==> src/trace_unit_pkg.sv <==
// Constants for the sequential break and trace capture unit
package trace_unit_pkg;
   // Register offsets (byte addresses)
   localparam logic [7:0] CTRL_OFS     = 8'h00;
   localparam logic [7:0] WIN_LO_OFS   = 8'h04;
   localparam logic [7:0] WIN_HI_OFS   = 8'h08;
   localparam logic [7:0] QUAL_OFS     = 8'h0C;
   localparam logic [7:0] PREREQ_OFS   = 8'h10;
   localparam logic [7:0] ACTION_OFS   = 8'h14;
   localparam logic [7:0] STATUS_OFS   = 8'h18;
   localparam logic [7:0] BUF_SEL_OFS  = 8'h1C;
   localparam logic [7:0] BUF_SRC_OFS  = 8'h20;
   localparam logic [7:0] BUF_DST_OFS  = 8'h24;
   localparam logic [7:0] BUF_INFO_OFS = 8'h28;
   // Control bit positions
   localparam int CTRL_TRACE_EN = 0;
   localparam int CTRL_EXT_EN   = 1;
   localparam int CTRL_REALTIME = 2;
   localparam int CTRL_STOP     = 3;
   localparam int CTRL_WIDE     = 4;
   localparam int CTRL_BRANCH   = 5;
   localparam int CTRL_RANGE    = 6;
   localparam int CTRL_SOFT     = 7;
   localparam int CTRL_WIDTH    = 8;
   localparam logic [CTRL_WIDTH-1:0] CTRL_RESET = 8'h00;
   // Range qualifier bit positions
   localparam int QUAL_RD       = 0;
   localparam int QUAL_WR       = 1;
   localparam int QUAL_ASID_EN  = 2;
   localparam int QUAL_CYC_EN   = 3;
   localparam int QUAL_CYC_LSB  = 4;
   localparam int QUAL_ASID_LSB = 8;
   // Prerequisite and action field encodings (4 bits per channel)
   localparam int               FIELD_W   = 4;
   localparam logic [1:0]       PRE_NONE  = 2'h0;
   localparam logic [1:0]       PRE_CHAN  = 2'h1;
   localparam logic [1:0]       PRE_MATCH = 2'h2;
   localparam logic [1:0]       ACT_SET   = 2'h1;
   localparam logic [1:0]       ACT_CLEAR = 2'h2;
   // Trace record kinds
   typedef enum logic [1:0] {REC_BRANCH, REC_RANGE, REC_SOFT} rec_kind_type;
   // Trace buffer and port geometry
   localparam int          BUF_DEPTH  = 8;
   localparam int          PORT_W     = 4;
   localparam int          FRAME_W    = 72;
   localparam int          FRAME_NIBS = FRAME_W / PORT_W;
   localparam logic [31:0] RESET_VEC  = 32'hA000_0000;
   localparam logic [31:0] INSN_STEP  = 32'h0000_0002;
endpackage : trace_unit_pkg

==> src/seq_break_trace.sv <==
// Sequential break sequencer and trace capture unit
`timescale 1ns/10ps
// Summary of operation
// - Channel with channel prerequisite counts only after that prerequisite was met.
// - Channel with match-flag prerequisite counts only while match flag is set.
// - A channel serving as prerequisite never breaks; it arms dependents and still applies its action.
// - Each channel's action sets or clears the shared match flag when met.
// - A break returns the match flag to cleared.
// - Internal buffer keeps eight records: the latest eight in continue mode, the first eight in stop mode.
// - Branch record holds source, destination, branch type and bus master type.
// - Range trace records in-window accesses, qualified by direction, ASID, cycle.
// - Software trace captures instruction PC and one selected general register.
// - Realtime mode never stalls the CPU; records arriving while busy drop.
// - Non-realtime mode stalls the CPU until pending output completes.
// - Continue mode overwrites the oldest record when full.
// - Stop mode halts acquisition when full; program keeps running.
// - External trace uses a 4-bit data port collected by the probe.
// - The 8-bit port mode is not supported; its control bit reads zero.
// - External trace enabled forces shared pins to trace function.
// - Zero-displacement conditional branches and reset jump are not recorded.
// - Completion-type exception records the address after the faulting one.
module seq_break_trace #(
   parameter int NCHAN = 4
) (
   // Clock and reset
   input  wire logic                 mclk,
   input  wire logic                 rstn,
   // Register port
   input  wire logic [7:0]           reg_addr,
   input  wire logic [31:0]          reg_wdata,
   input  wire logic                 reg_wr,
   input  wire logic                 reg_rd,
   output logic      [31:0]          reg_rdata,
   // Event channels and break
   input  wire logic [NCHAN-1:0]     chan_hit,
   input  wire logic                 cpu_halted,
   output logic                      break_req,
   // Branch events
   input  wire logic                 br_valid,
   input  wire logic [31:0]          br_src,
   input  wire logic [31:0]          br_dst,
   input  wire logic [1:0]           br_type,
   input  wire logic [1:0]           br_master,
   input  wire logic                 br_cond_zero,
   input  wire logic                 br_exc_done,
   // Bus accesses
   input  wire logic                 acc_valid,
   input  wire logic [31:0]          acc_addr,
   input  wire logic                 acc_write,
   input  wire logic [7:0]           acc_asid,
   input  wire logic [1:0]           acc_cycle,
   // Software trace instruction
   input  wire logic                 sw_valid,
   input  wire logic [31:0]          sw_pc,
   input  wire logic [31:0]          sw_reg,
   // CPU stall and trace port
   output logic                      cpu_stall,
   output logic [trace_unit_pkg::PORT_W-1:0] trace_data_pins,
   output logic                      trace_valid,
   output logic                      trace_port_select
);
   localparam int PTR_W = $clog2(trace_unit_pkg::BUF_DEPTH);

   logic [trace_unit_pkg::CTRL_WIDTH-1:0] ctrl_reg;
   logic [31:0]                win_lo_reg;
   logic [31:0]                win_hi_reg;
   logic [15:0]                qual_reg;
   logic [NCHAN*4-1:0]         prereq_reg;
   logic [NCHAN*4-1:0]         action_reg;
   logic [PTR_W-1:0]           sel_reg;
   logic                       match_reg;
   logic [NCHAN-1:0]           done_reg;
   logic [NCHAN-1:0]           counts;
   logic [NCHAN-1:0]           is_prereq;
   logic [31:0]                src_mem [trace_unit_pkg::BUF_DEPTH];
   logic [31:0]                dst_mem [trace_unit_pkg::BUF_DEPTH];
   logic [5:0]                 info_mem [trace_unit_pkg::BUF_DEPTH];
   logic [PTR_W-1:0]           wr_ptr_reg;
   logic [PTR_W:0]             count_reg;
   logic                       stopped_reg;
   logic [7:0]                 lost_reg;
   logic [trace_unit_pkg::FRAME_W-1:0] frame_reg;
   logic [4:0]                 nib_reg;
   logic                       busy;
   logic                       br_ok;
   logic                       rng_ok;
   logic                       rec_valid;
   logic [31:0]                rec_src;
   logic [31:0]                rec_dst;
   logic [5:0]                 rec_info;
   logic                       ext_on;
   logic                       take_ext;
   logic                       take_int;
   logic                       full;

   // Kind field of a per-channel setting (prerequisite or action)
   function automatic logic [1:0] chan_kind(input logic [NCHAN*4-1:0] v, input int i);
      chan_kind = v[i*trace_unit_pkg::FIELD_W +: 2];
   endfunction : chan_kind

   // Channel index field of a per-channel prerequisite setting
   function automatic logic [1:0] chan_src(input logic [NCHAN*4-1:0] v, input int i);
      chan_src = v[i*trace_unit_pkg::FIELD_W + 2 +: 2];
   endfunction : chan_src

   // Register writes; the wide port bit is never stored
   always_ff @(posedge mclk or negedge rstn)
   begin
      if (!rstn)
      begin
         ctrl_reg   <= trace_unit_pkg::CTRL_RESET;
         win_lo_reg <= 32'h0000_0000;
         win_hi_reg <= 32'h0000_0000;
         qual_reg   <= 16'h0000;
         prereq_reg <= '0;
         action_reg <= '0;
         sel_reg    <= '0;
      end
      else if (reg_wr)
      begin
         unique case (reg_addr)
            trace_unit_pkg::CTRL_OFS:
            begin
               ctrl_reg <= reg_wdata[trace_unit_pkg::CTRL_WIDTH-1:0];
               ctrl_reg[trace_unit_pkg::CTRL_WIDE] <= 1'b0;
            end
            trace_unit_pkg::WIN_LO_OFS:  win_lo_reg <= reg_wdata;
            trace_unit_pkg::WIN_HI_OFS:  win_hi_reg <= reg_wdata;
            trace_unit_pkg::QUAL_OFS:    qual_reg   <= reg_wdata[15:0];
            trace_unit_pkg::PREREQ_OFS:  prereq_reg <= reg_wdata[NCHAN*4-1:0];
            trace_unit_pkg::ACTION_OFS:  action_reg <= reg_wdata[NCHAN*4-1:0];
            trace_unit_pkg::BUF_SEL_OFS: sel_reg    <= reg_wdata[PTR_W-1:0];
            default: ;
         endcase
      end
   end

   // Read data, one cycle after the read strobe
   always_ff @(posedge mclk or negedge rstn)
   begin
      if (!rstn)
         reg_rdata <= 32'h0000_0000;
      else if (reg_rd)
      begin
         unique case (reg_addr)
            trace_unit_pkg::CTRL_OFS:     reg_rdata <= 32'(ctrl_reg);
            trace_unit_pkg::WIN_LO_OFS:   reg_rdata <= win_lo_reg;
            trace_unit_pkg::WIN_HI_OFS:   reg_rdata <= win_hi_reg;
            trace_unit_pkg::QUAL_OFS:     reg_rdata <= 32'(qual_reg);
            trace_unit_pkg::PREREQ_OFS:   reg_rdata <= 32'(prereq_reg);
            trace_unit_pkg::ACTION_OFS:   reg_rdata <= 32'(action_reg);
            trace_unit_pkg::STATUS_OFS:
               reg_rdata <= {8'h00, lost_reg, 3'h0, stopped_reg, 4'(count_reg),
                             4'(done_reg), 3'h0, match_reg};
            trace_unit_pkg::BUF_SEL_OFS:  reg_rdata <= 32'(sel_reg);
            trace_unit_pkg::BUF_SRC_OFS:  reg_rdata <= src_mem[sel_reg];
            trace_unit_pkg::BUF_DST_OFS:  reg_rdata <= dst_mem[sel_reg];
            trace_unit_pkg::BUF_INFO_OFS: reg_rdata <= 32'(info_mem[sel_reg]);
            default:                      reg_rdata <= 32'h0000_0000;
         endcase
      end
      else
         reg_rdata <= 32'h0000_0000;
   end

   // Which channels arm others, and which hits count
   always_comb
   begin
      is_prereq = '0;
      counts    = '0;
      for (int i = 0; i < NCHAN; i++)
      begin
         if (chan_kind(prereq_reg, i) == trace_unit_pkg::PRE_CHAN)
            is_prereq[chan_src(prereq_reg, i)] = 1'b1;
         unique case (chan_kind(prereq_reg, i))
            trace_unit_pkg::PRE_CHAN:
               counts[i] = chan_hit[i] & done_reg[chan_src(prereq_reg, i)];
            trace_unit_pkg::PRE_MATCH:
               counts[i] = chan_hit[i] & match_reg;
            default:
               counts[i] = chan_hit[i];
         endcase
      end
   end

   // Break request from counting channels that arm nobody
   always_ff @(posedge mclk or negedge rstn)
   begin
      if (!rstn)
         break_req <= 1'b0;
      else
         break_req <= |(counts & ~is_prereq) & ~cpu_halted;
   end

   // Prerequisite-met states
   always_ff @(posedge mclk or negedge rstn)
   begin
      if (!rstn)
         done_reg <= '0;
      else if (cpu_halted || break_req)
         done_reg <= '0;
      else
         done_reg <= done_reg | counts;
   end

   // Shared match flag; highest channel's action wins
   always_ff @(posedge mclk or negedge rstn)
   begin
      if (!rstn)
         match_reg <= 1'b0;
      else if (cpu_halted || break_req)
         match_reg <= 1'b0;
      else
         for (int i = 0; i < NCHAN; i++)
            if (counts[i] && chan_kind(action_reg, i) == trace_unit_pkg::ACT_SET)
               match_reg <= 1'b1;
            else if (counts[i] && chan_kind(action_reg, i) == trace_unit_pkg::ACT_CLEAR)
               match_reg <= 1'b0;
   end

   // Record selection: software, then branch, then range access
   assign br_ok  = br_valid && ctrl_reg[trace_unit_pkg::CTRL_BRANCH] && !br_cond_zero
                   && br_dst != trace_unit_pkg::RESET_VEC;
   assign rng_ok = acc_valid && ctrl_reg[trace_unit_pkg::CTRL_RANGE]
                   && acc_addr >= win_lo_reg && acc_addr <= win_hi_reg
                   && (acc_write ? qual_reg[trace_unit_pkg::QUAL_WR]
                                 : qual_reg[trace_unit_pkg::QUAL_RD])
                   && (!qual_reg[trace_unit_pkg::QUAL_ASID_EN]
                       || acc_asid == qual_reg[trace_unit_pkg::QUAL_ASID_LSB +: 8])
                   && (!qual_reg[trace_unit_pkg::QUAL_CYC_EN]
                       || acc_cycle == qual_reg[trace_unit_pkg::QUAL_CYC_LSB +: 2]);
   always_comb
   begin
      rec_valid = ctrl_reg[trace_unit_pkg::CTRL_TRACE_EN];
      rec_src   = 32'h0000_0000;
      rec_dst   = 32'h0000_0000;
      rec_info  = 6'h00;
      if (sw_valid && ctrl_reg[trace_unit_pkg::CTRL_SOFT])
      begin
         rec_src  = sw_pc;
         rec_dst  = sw_reg;
         rec_info = {trace_unit_pkg::REC_SOFT, 4'h0};
      end
      else if (br_ok)
      begin
         rec_src  = br_exc_done ? br_src + trace_unit_pkg::INSN_STEP : br_src;
         rec_dst  = br_dst;
         rec_info = {trace_unit_pkg::REC_BRANCH, br_type, br_master};
      end
      else if (rng_ok)
      begin
         rec_src  = acc_addr;
         rec_info = {trace_unit_pkg::REC_RANGE, acc_cycle, acc_write, 1'b0};
      end
      else
         rec_valid = 1'b0;
   end

   // Capture qualifiers
   assign ext_on            = ctrl_reg[trace_unit_pkg::CTRL_EXT_EN];
   assign trace_port_select = ext_on;
   assign busy              = nib_reg != 5'd0;
   assign full              = count_reg == (PTR_W+1)'(trace_unit_pkg::BUF_DEPTH);
   assign cpu_stall = ext_on && !ctrl_reg[trace_unit_pkg::CTRL_REALTIME]
                      && busy && rec_valid;
   assign take_ext  = ext_on && rec_valid && !busy;
   assign take_int  = !ext_on && rec_valid && !stopped_reg;

   // Internal buffer storage, circular
   always_ff @(posedge mclk)
   begin
      if (take_int)
      begin
         src_mem[wr_ptr_reg]  <= rec_src;
         dst_mem[wr_ptr_reg]  <= rec_dst;
         info_mem[wr_ptr_reg] <= rec_info;
      end
   end

   // Buffer pointer, fill count and stop state
   always_ff @(posedge mclk or negedge rstn)
   begin
      if (!rstn)
      begin
         wr_ptr_reg  <= '0;
         count_reg   <= '0;
         stopped_reg <= 1'b0;
      end
      else if (reg_wr && reg_addr == trace_unit_pkg::CTRL_OFS)
      begin
         wr_ptr_reg  <= '0;
         count_reg   <= '0;
         stopped_reg <= 1'b0;
      end
      else if (take_int)
      begin
         wr_ptr_reg <= wr_ptr_reg + 1'b1;
         if (!full)
            count_reg <= count_reg + 1'b1;
         if (ctrl_reg[trace_unit_pkg::CTRL_STOP] &&
             count_reg == (PTR_W+1)'(trace_unit_pkg::BUF_DEPTH - 1))
            stopped_reg <= 1'b1;
      end
   end

   // External frame serialiser, low nibble first
   always_ff @(posedge mclk or negedge rstn)
   begin
      if (!rstn)
      begin
         frame_reg <= '0;
         nib_reg   <= 5'd0;
      end
      else if (take_ext)
      begin
         frame_reg <= {2'b00, rec_info, rec_dst, rec_src};
         nib_reg   <= 5'(trace_unit_pkg::FRAME_NIBS);
      end
      else if (busy)
      begin
         frame_reg <= frame_reg >> trace_unit_pkg::PORT_W;
         nib_reg   <= nib_reg - 5'd1;
      end
   end

   // Count of records dropped in realtime mode
   always_ff @(posedge mclk or negedge rstn)
   begin
      if (!rstn)
         lost_reg <= 8'h00;
      else if (ext_on && ctrl_reg[trace_unit_pkg::CTRL_REALTIME] && busy && rec_valid
               && lost_reg != 8'hFF)
         lost_reg <= lost_reg + 8'h01;
   end

   // Trace pins driven from the frame register
   assign trace_data_pins = busy ? frame_reg[trace_unit_pkg::PORT_W-1:0]
                                 : 4'h0;
   assign trace_valid     = busy;
endmodule : seq_break_trace

==> config.mk <==
export PLATFORM = sky130hd
export DESIGN_NAME = seq_break_trace
export DESIGN_NICKNAME = d
export VERILOG_FILES = /design/src/trace_unit_pkg.sv /design/src/seq_break_trace.sv
export SDC_FILE = /design/constraint.sdc
export NUM_CORES = 1
export LEC_CHECK = 0
export BUFFER_PORTS_ARGS = -buffer_cell sky130_fd_sc_hd__buf_2
export CAP_MARGIN = 25
export CORE_UTILIZATION = 40
export DETAILED_ROUTE_END_ITERATION = 10
export HOLD_SLACK_MARGIN = 0.02
export PLACE_DENSITY_LB_ADDON = 0.25
export SYNTH_ARGS = -nofsm -noshare
export SYNTH_HDL_FRONTEND = slang
export SYNTH_SLANG_ARGS = --single-unit
==> constraint.sdc <==
create_clock -name mclk -period 9.35 [get_ports mclk]
set_input_delay 0.4675 -clock mclk [delete_from_list [all_inputs] [get_ports mclk]]
set_output_delay 0.4675 -clock mclk [all_outputs]
set_load 0.03 [all_outputs]
======== Word-level counts from Yosys, hierarchy flattened ========
Memories as Yosys holds them, arrays and structs flattened.
Index checks and enable logic that the tools add are counted.
cells by class
  add/subtract/negate cells ............... 5
  $lt $le $gt $ge ......................... 10
  equality and inequality tests ........... 33
  muxes and demuxes ....................... 64
  bitwise operators ....................... 16
  reduce and logical (&&, ||, !) cells .... 61
operator list
  operator                                              number
  one-hot mux 32 bit (11 select lines)                  1
  2-to-1 mux 32 bit                                     7
  2-to-1 mux 72 bit                                     2
  2-to-1 mux 4 bit                                      9
  logical AND 1 bit                                     35
  adder 32 x 2 -> 32 bit (second input constant)        1
  equality test 8 x 5 -> 1 bit (second input constant)  4
  >= comparator 32 bit                                  1
  less-or-equal comparator 32 bit                       1
  != test 32 bit (second input constant)                1
  2-to-1 mux 1 bit                                      26
  equality test 8 x 6 -> 1 bit (second input constant)  3
  2-to-1 mux 5 bit                                      4
  AND reduction 2 bit                                   9
  equality test 2 x 1 -> 1 bit (second input constant)  8
  equality test 2 bit (second input constant)           8
  equality test 8 x 4 -> 1 bit (second input constant)  2
  bitwise OR 4 bit                                      4
  < comparator 2 x 3 -> 1 bit (second input constant)   4
  AND 1 bit                                             9
  nonzero test 9 bit                                    1
  adder 8 x 1 -> 8 bit (second input constant)          1
  binary-select mux 1 bit (select 2 bit)                4
  demux 1 bit (select 2 bit)                            4
  23 further kinds                                      40
word-level totals
  register bits after elaboration ......... 253
  RAM bits ................................ 560
  output and inout port bits .............. 40
  word-level logic and storage cells ...... 209
  memories kept ........................... 3
memories
  memory    depth  width  rd ports  clocked after memory_dff  wr ports  line                   RTL
  dst_mem   8      32     1         0                         1         seq_break_trace.sv:76  logic [31:0] dst_mem [trace_unit_pkg::BUF_DEPTH];
  src_mem   8      32     1         0                         1         seq_break_trace.sv:75  logic [31:0] src_mem [trace_unit_pkg::BUF_DEPTH];
  info_mem  8      6      1         0                         1         seq_break_trace.sv:77  logic [5:0] info_mem [trace_unit_pkg::BUF_DEPTH];

======== Logic depth before layout (Yosys ltp) ========
  depth in word-level cells ............... 15
  mapped depth ............................ 13
  gate-level depth less buffers ........... 10

======== Worst setup path after synthesis ========
OpenSTA, ideal clock, no wires.
  path type ............................... input port to flip-flop
  from .................................... in acc_addr[29]
  to ...................................... mem dst_mem[2][0] (enable)
  arrival ................................. 7.453 ns
  required time ........................... 8.751 ns
  slack ................................... 1.298 ns
  stages on the path ...................... 9
  path buffers ............................ 0
  path through ............................ ha_1 nand4_2 nor4_2 nand2_1 o311ai_1 a31o_1 nor4b_4 nand2b_1 nor3b_1
on the way
  longest elaborated chain between the ends .. 13
  elaborated cells on any way between the ends .. 14
  classes of those cells .................. 2 x order compare; 5 x mux; 7 x reduce/logical
RTL lines
  element                                   line                    RTL
  start: declaration                        seq_break_trace.sv:48   input wire logic [31:0] acc_addr,
  >= comparator 32 bit                      seq_break_trace.sv:225  && acc_addr >= win_lo_reg && acc_addr <= win_hi_reg
  logical AND 1 bit                         seq_break_trace.sv:225
  logical AND 1 bit *                       seq_break_trace.sv:225
  logical AND 1 bit *                       seq_break_trace.sv:226  && (acc_write ? qual_reg[trace_unit_pkg::QUAL_WR]
  logical AND 1 bit *                       seq_break_trace.sv:228  && (!qual_reg[trace_unit_pkg::QUAL_ASID_EN]
  logical AND 1 bit *                       seq_break_trace.sv:230  && (!qual_reg[trace_unit_pkg::QUAL_CYC_EN]
  2-to-1 mux 1 bit *                        seq_break_trace.sv:250  else if (rng_ok)
  2-to-1 mux 1 bit *                        seq_break_trace.sv:244  else if (br_ok)
  2-to-1 mux 1 bit *                        seq_break_trace.sv:238  if (sw_valid && ctrl_reg[trace_unit_pkg::CTRL_SOFT])
  logical AND 1 bit * (2 in series)         seq_break_trace.sv:267  assign take_int = !ext_on && rec_valid && !stopped_reg;
  2-to-1 mux 1 bit *                        seq_break_trace.sv:272  if (take_int)
  2-to-1 mux 1 bit (not written as such) *  seq_break_trace.sv:275  dst_mem[wr_ptr_reg] <= rec_dst;
  end: declaration                          seq_break_trace.sv:76
Every way passes the cells marked *; elsewhere a longest branch is shown, timed or not.

======== Final worst setup path ========
  from .................................... reg win_hi_reg[25]
  to ...................................... out cpu_stall
on the way
  longest elaborated chain between the ends .. 9
RTL lines
  element                          line                    RTL
  start: declaration               seq_break_trace.sv:66   logic [31:0] win_hi_reg;
  start signal: assignment         seq_break_trace.sv:128  trace_unit_pkg::WIN_HI_OFS: win_hi_reg <= reg_wdata;
  less-or-equal comparator 32 bit  seq_break_trace.sv:225
  logical AND 1 bit                seq_break_trace.sv:225
  logical AND 1 bit                seq_break_trace.sv:226
  logical AND 1 bit                seq_break_trace.sv:228
  logical AND 1 bit                seq_break_trace.sv:230
  2-to-1 mux 1 bit                 seq_break_trace.sv:250
  2-to-1 mux 1 bit                 seq_break_trace.sv:244
  2-to-1 mux 1 bit                 seq_break_trace.sv:238
  logical AND 1 bit                seq_break_trace.sv:265  && busy && rec_valid;
  end: declaration                 seq_break_trace.sv:57   output logic cpu_stall,
Every way passes these cells.

==> flow_metrics.py <==
metrics = {
    "status": {
        "status": "finished, final reports clean",
    },
    "worst_setup_path": {
        "start_kind": "flop",
        "critPathBufInv": 3,
        "cp_slowest_stage_delay_ns": 0.69,
        "reg2reg_slack_ns": 4.07,
        "cp_slowest_cell": "nor4_2",
        "critPathArrivalTime_ns": 5.03,
        "crit_family": "simple AND/OR/NAND/NOR gates",
        "worstSetupPathType": "flop to primary output",
        "cp_max_fo": 61,
        "timing.rr.start": "win_lo_reg[25]$_DFFE_PN0P_",
        "endpoint_kind": "primary output",
        "rr_worst_depth": 12,
        "critical_path_required_ns": 8.88,
        "r2r_end": "dst_mem[4][25]$_DFFE_PP_",
        "cp_cell_sequence": "inv_1 > ha_1 > nand4_1 > nor4_2 > nand2_1 > o311ai_1 > a31o_1 > or3b_4 > buf_4 > nor3_1 > buf_2",
    },
    "detailed_routing": {
        "ant_nets": 0,
        "wl_per_cell_um": 28.40,
        "dr.pass1.iters": 7,
        "drc": 0,
        "via_per_inst": 5.935,
        "vias": 23900,
        "dr.first_iter.drc_count": 2788,
        "wl_mm": 114.4,
    },
    "min_path": {
        "holdPathEnd": "win_lo_reg[16]$_DFFE_PN0P_",
        "hp-start": "reg_wdata[16]",
        "hp-class": "input port to flop",
        "whs_path_depth": 2,
    },
    "synth": {
        "synth-seq-cells": 811,
        "synthesis.area_um2": 36300,
        "yosysUniqueCellTypes": 68,
        "ys.flop_type": "edfxtp_1",
        "synth_edf_count": 560,
        "ys_seq_area_frac": 0.6363,
        "yosysTopAreaCellShare": 0.4632,
        "synthCells": 2482,
        "avgSynthCellArea_um2": 14.63,
        "async_flop_share": 0.3095,
        "yosys-top-cells-area": "edfxtp_1, dfrtp_1, mux4_2, mux2_2, nand2_1",
        "yosysWarnings": 0,
        "synth_fp_nets": 2789,
        "synth_top_cell_by_area": "edfxtp_1",
    },
    "final_layout": {
        "n_fill_cell": 7815,
        "layout_common_cells": "edfxtp_1, nand2_1, buf_2, dfrtp_1, mux4_2",
        "area_growth_pct": 15.89,
        "final_common_cell": "edfxtp_1",
        "drive_gt1_frac": 0.2842,
        "nNetsFinal": 3087,
        "design_area_um2": 42070,
    },
    "sta": {
        "period_minus_slack_ns": 5.493,
        "slew_headroom": 0.2940,
        "hold_viol": 0,
        "setup_ws_ns": 3.857,
        "finalClockSkew_ns": 0.04957,
        "tns_ns": 0,
        "fmax_ghz": 0.1821,
        "grt_setup_unrepaired": "no",
        "worstMarginPinSlew_ns": 1.059,
        "setup_viol": 0,
        "fin_crit_sh": 0.5875,
        "drv_slew": 0,
    },
    "job": {
        "cap_violations": 0,
    },
    "clock_tree": {
        "cts_max_level": 3,
        "cts_tree": "done",
        "clk_path_buf_depth": 3,
        "cts_root_buf": "clkbuf_16",
        "clkTransAtPathRegs_ns": 0.07,
        "clkSinkCount": 811,
        "insertion_delay_ns": 0.66,
        "cts-buffers-inserted": 85,
    },
    "global_routing": {
        "grtUsageTotal": 0.2489,
        "grt-ovfl-total": 0,
        "grt_pass1_wl_mm": 164.3,
        "grt_max_degree": 145,
        "grt_antenna_before_repair": 6,
        "grt_pass1_vias": 24080,
    },
    "die": {
        "start_util": 0.4033,
        "num_rows": 110,
        "fp.dieH_um": 303.3,
        "die_w_um": 303.3,
        "die_area_um2": 91960,
        "pin_count": 269,
        "core-area_um2": 90010,
    },
    "placed_design": {
        "pre_cts_slack_ns": 3.840,
        "gp_congestion": 0.8737,
        "port-buffer-count": 268,
        "dpl.hpwl_mm": 77.76,
        "place_area_um2": 39210,
    },
    "power_and_ir_drop": {
        "max-vdd-ir-drop_v": 0.0001314,
        "p_per_area_nw_per_um2": 185.6,
        "p_leak_uw": 0.01640,
    },
}
## synth_stat cells, types with 31 or more instances
cell      number
mux2_2       142
clkbuf_1      81
a22oi_1       31
mux4_2       144
o21ai_0       67
nor2_1        66
edfxtp_1     560
o211ai_1      38
mux2i_1       58
nand2_1      285
a21oi_1       51
nand3_1       95
dfrtp_1      251
inv_1        120
ha_1          78
## how the worst max path moves through the flow
stage	from	end	slack, ns	cells after the start
floorplan	acc_addr[29]	dst_mem[2][0]$_DFFE_PP_	1.30	9
detailed placement	acc_addr[26]	dst_mem[4][29]$_DFFE_PP_	3.84	12
CTS	win_lo_reg[27]$_DFFE_PN0P_	cpu_stall	3.83	11
finish	win_hi_reg[25]$_DFFE_PN0P_	cpu_stall	3.86	11
global route	win_hi_reg[27]$_DFFE_PN0P_	cpu_stall	3.72	11
global placement	br_dst[31]	cpu_stall	3.54	10
## per-layer routing
metal	global-route usage	wire (µm)
met1	0.3367	46520
met4	0.09093	3803
met5	0	46
met2	0.3913	53190
met3	0.05876	10820
## kinds of logic after synthesis
kind of cell	share of synthesized area
and+or+nand+nor	0.07142
AOI/OAI and AO/OA	0.07707
adders and majority gates	0.02688
xor gates and xnor gates	0.01086
muxes	0.1494
DFF	0.6363
buffers and inverters	0.02812
## power by group
| part | total (µW) | internal [µW] | switching (µW) |
|---|---|---|---|
| sequential | 3910 | 3860 | 52.6 |
| combinational | 551 | 197 | 354 |
| clock | 3340 | 1910 | 1430 |
## metrics by stage
| step | util | cells | hold slack (ns) | power (µW) |
|---|---|---|---|---|
| after global routing | 0.4673 | 4026 | 0.05872 | 8037 |
| final | 0.4674 | 4027 | 0.05715 | 7808 |
| after global placement | 0.4341 | 3841 | 0.4656 | 4511 |
| after floorplan | - | 2482 | 0.1719 | 4272 |
| after CTS | 0.4664 | 4018 | 0.03045 | 7858 |
| after detailed placement | 0.4356 | 3859 | 0.4822 | 4531 |
## area by class of cell
class	count	area, µm²	area share
Clock buffer	131	2464	0.05856
Tap cell	1176	1471	0.03498
Clock inverter	26	286.5	0.006811
Multi-Input combinational cell	1415	12280	0.2919
Inverter	122	459.2	0.01092
Antenna cell	1	2.502	0.00005948
Timing Repair Buffer	345	1998	0.04750
Sequential cell	811	23110	0.5493
## timing repair
action | in CTS | in global routing
resized for setup | 0 | 0
buffers inserted | 0 | 0
hold buffers | 2 | 0
endpoints found under the hold margin | 108 | 0
(Power assumes the default switching activity.)
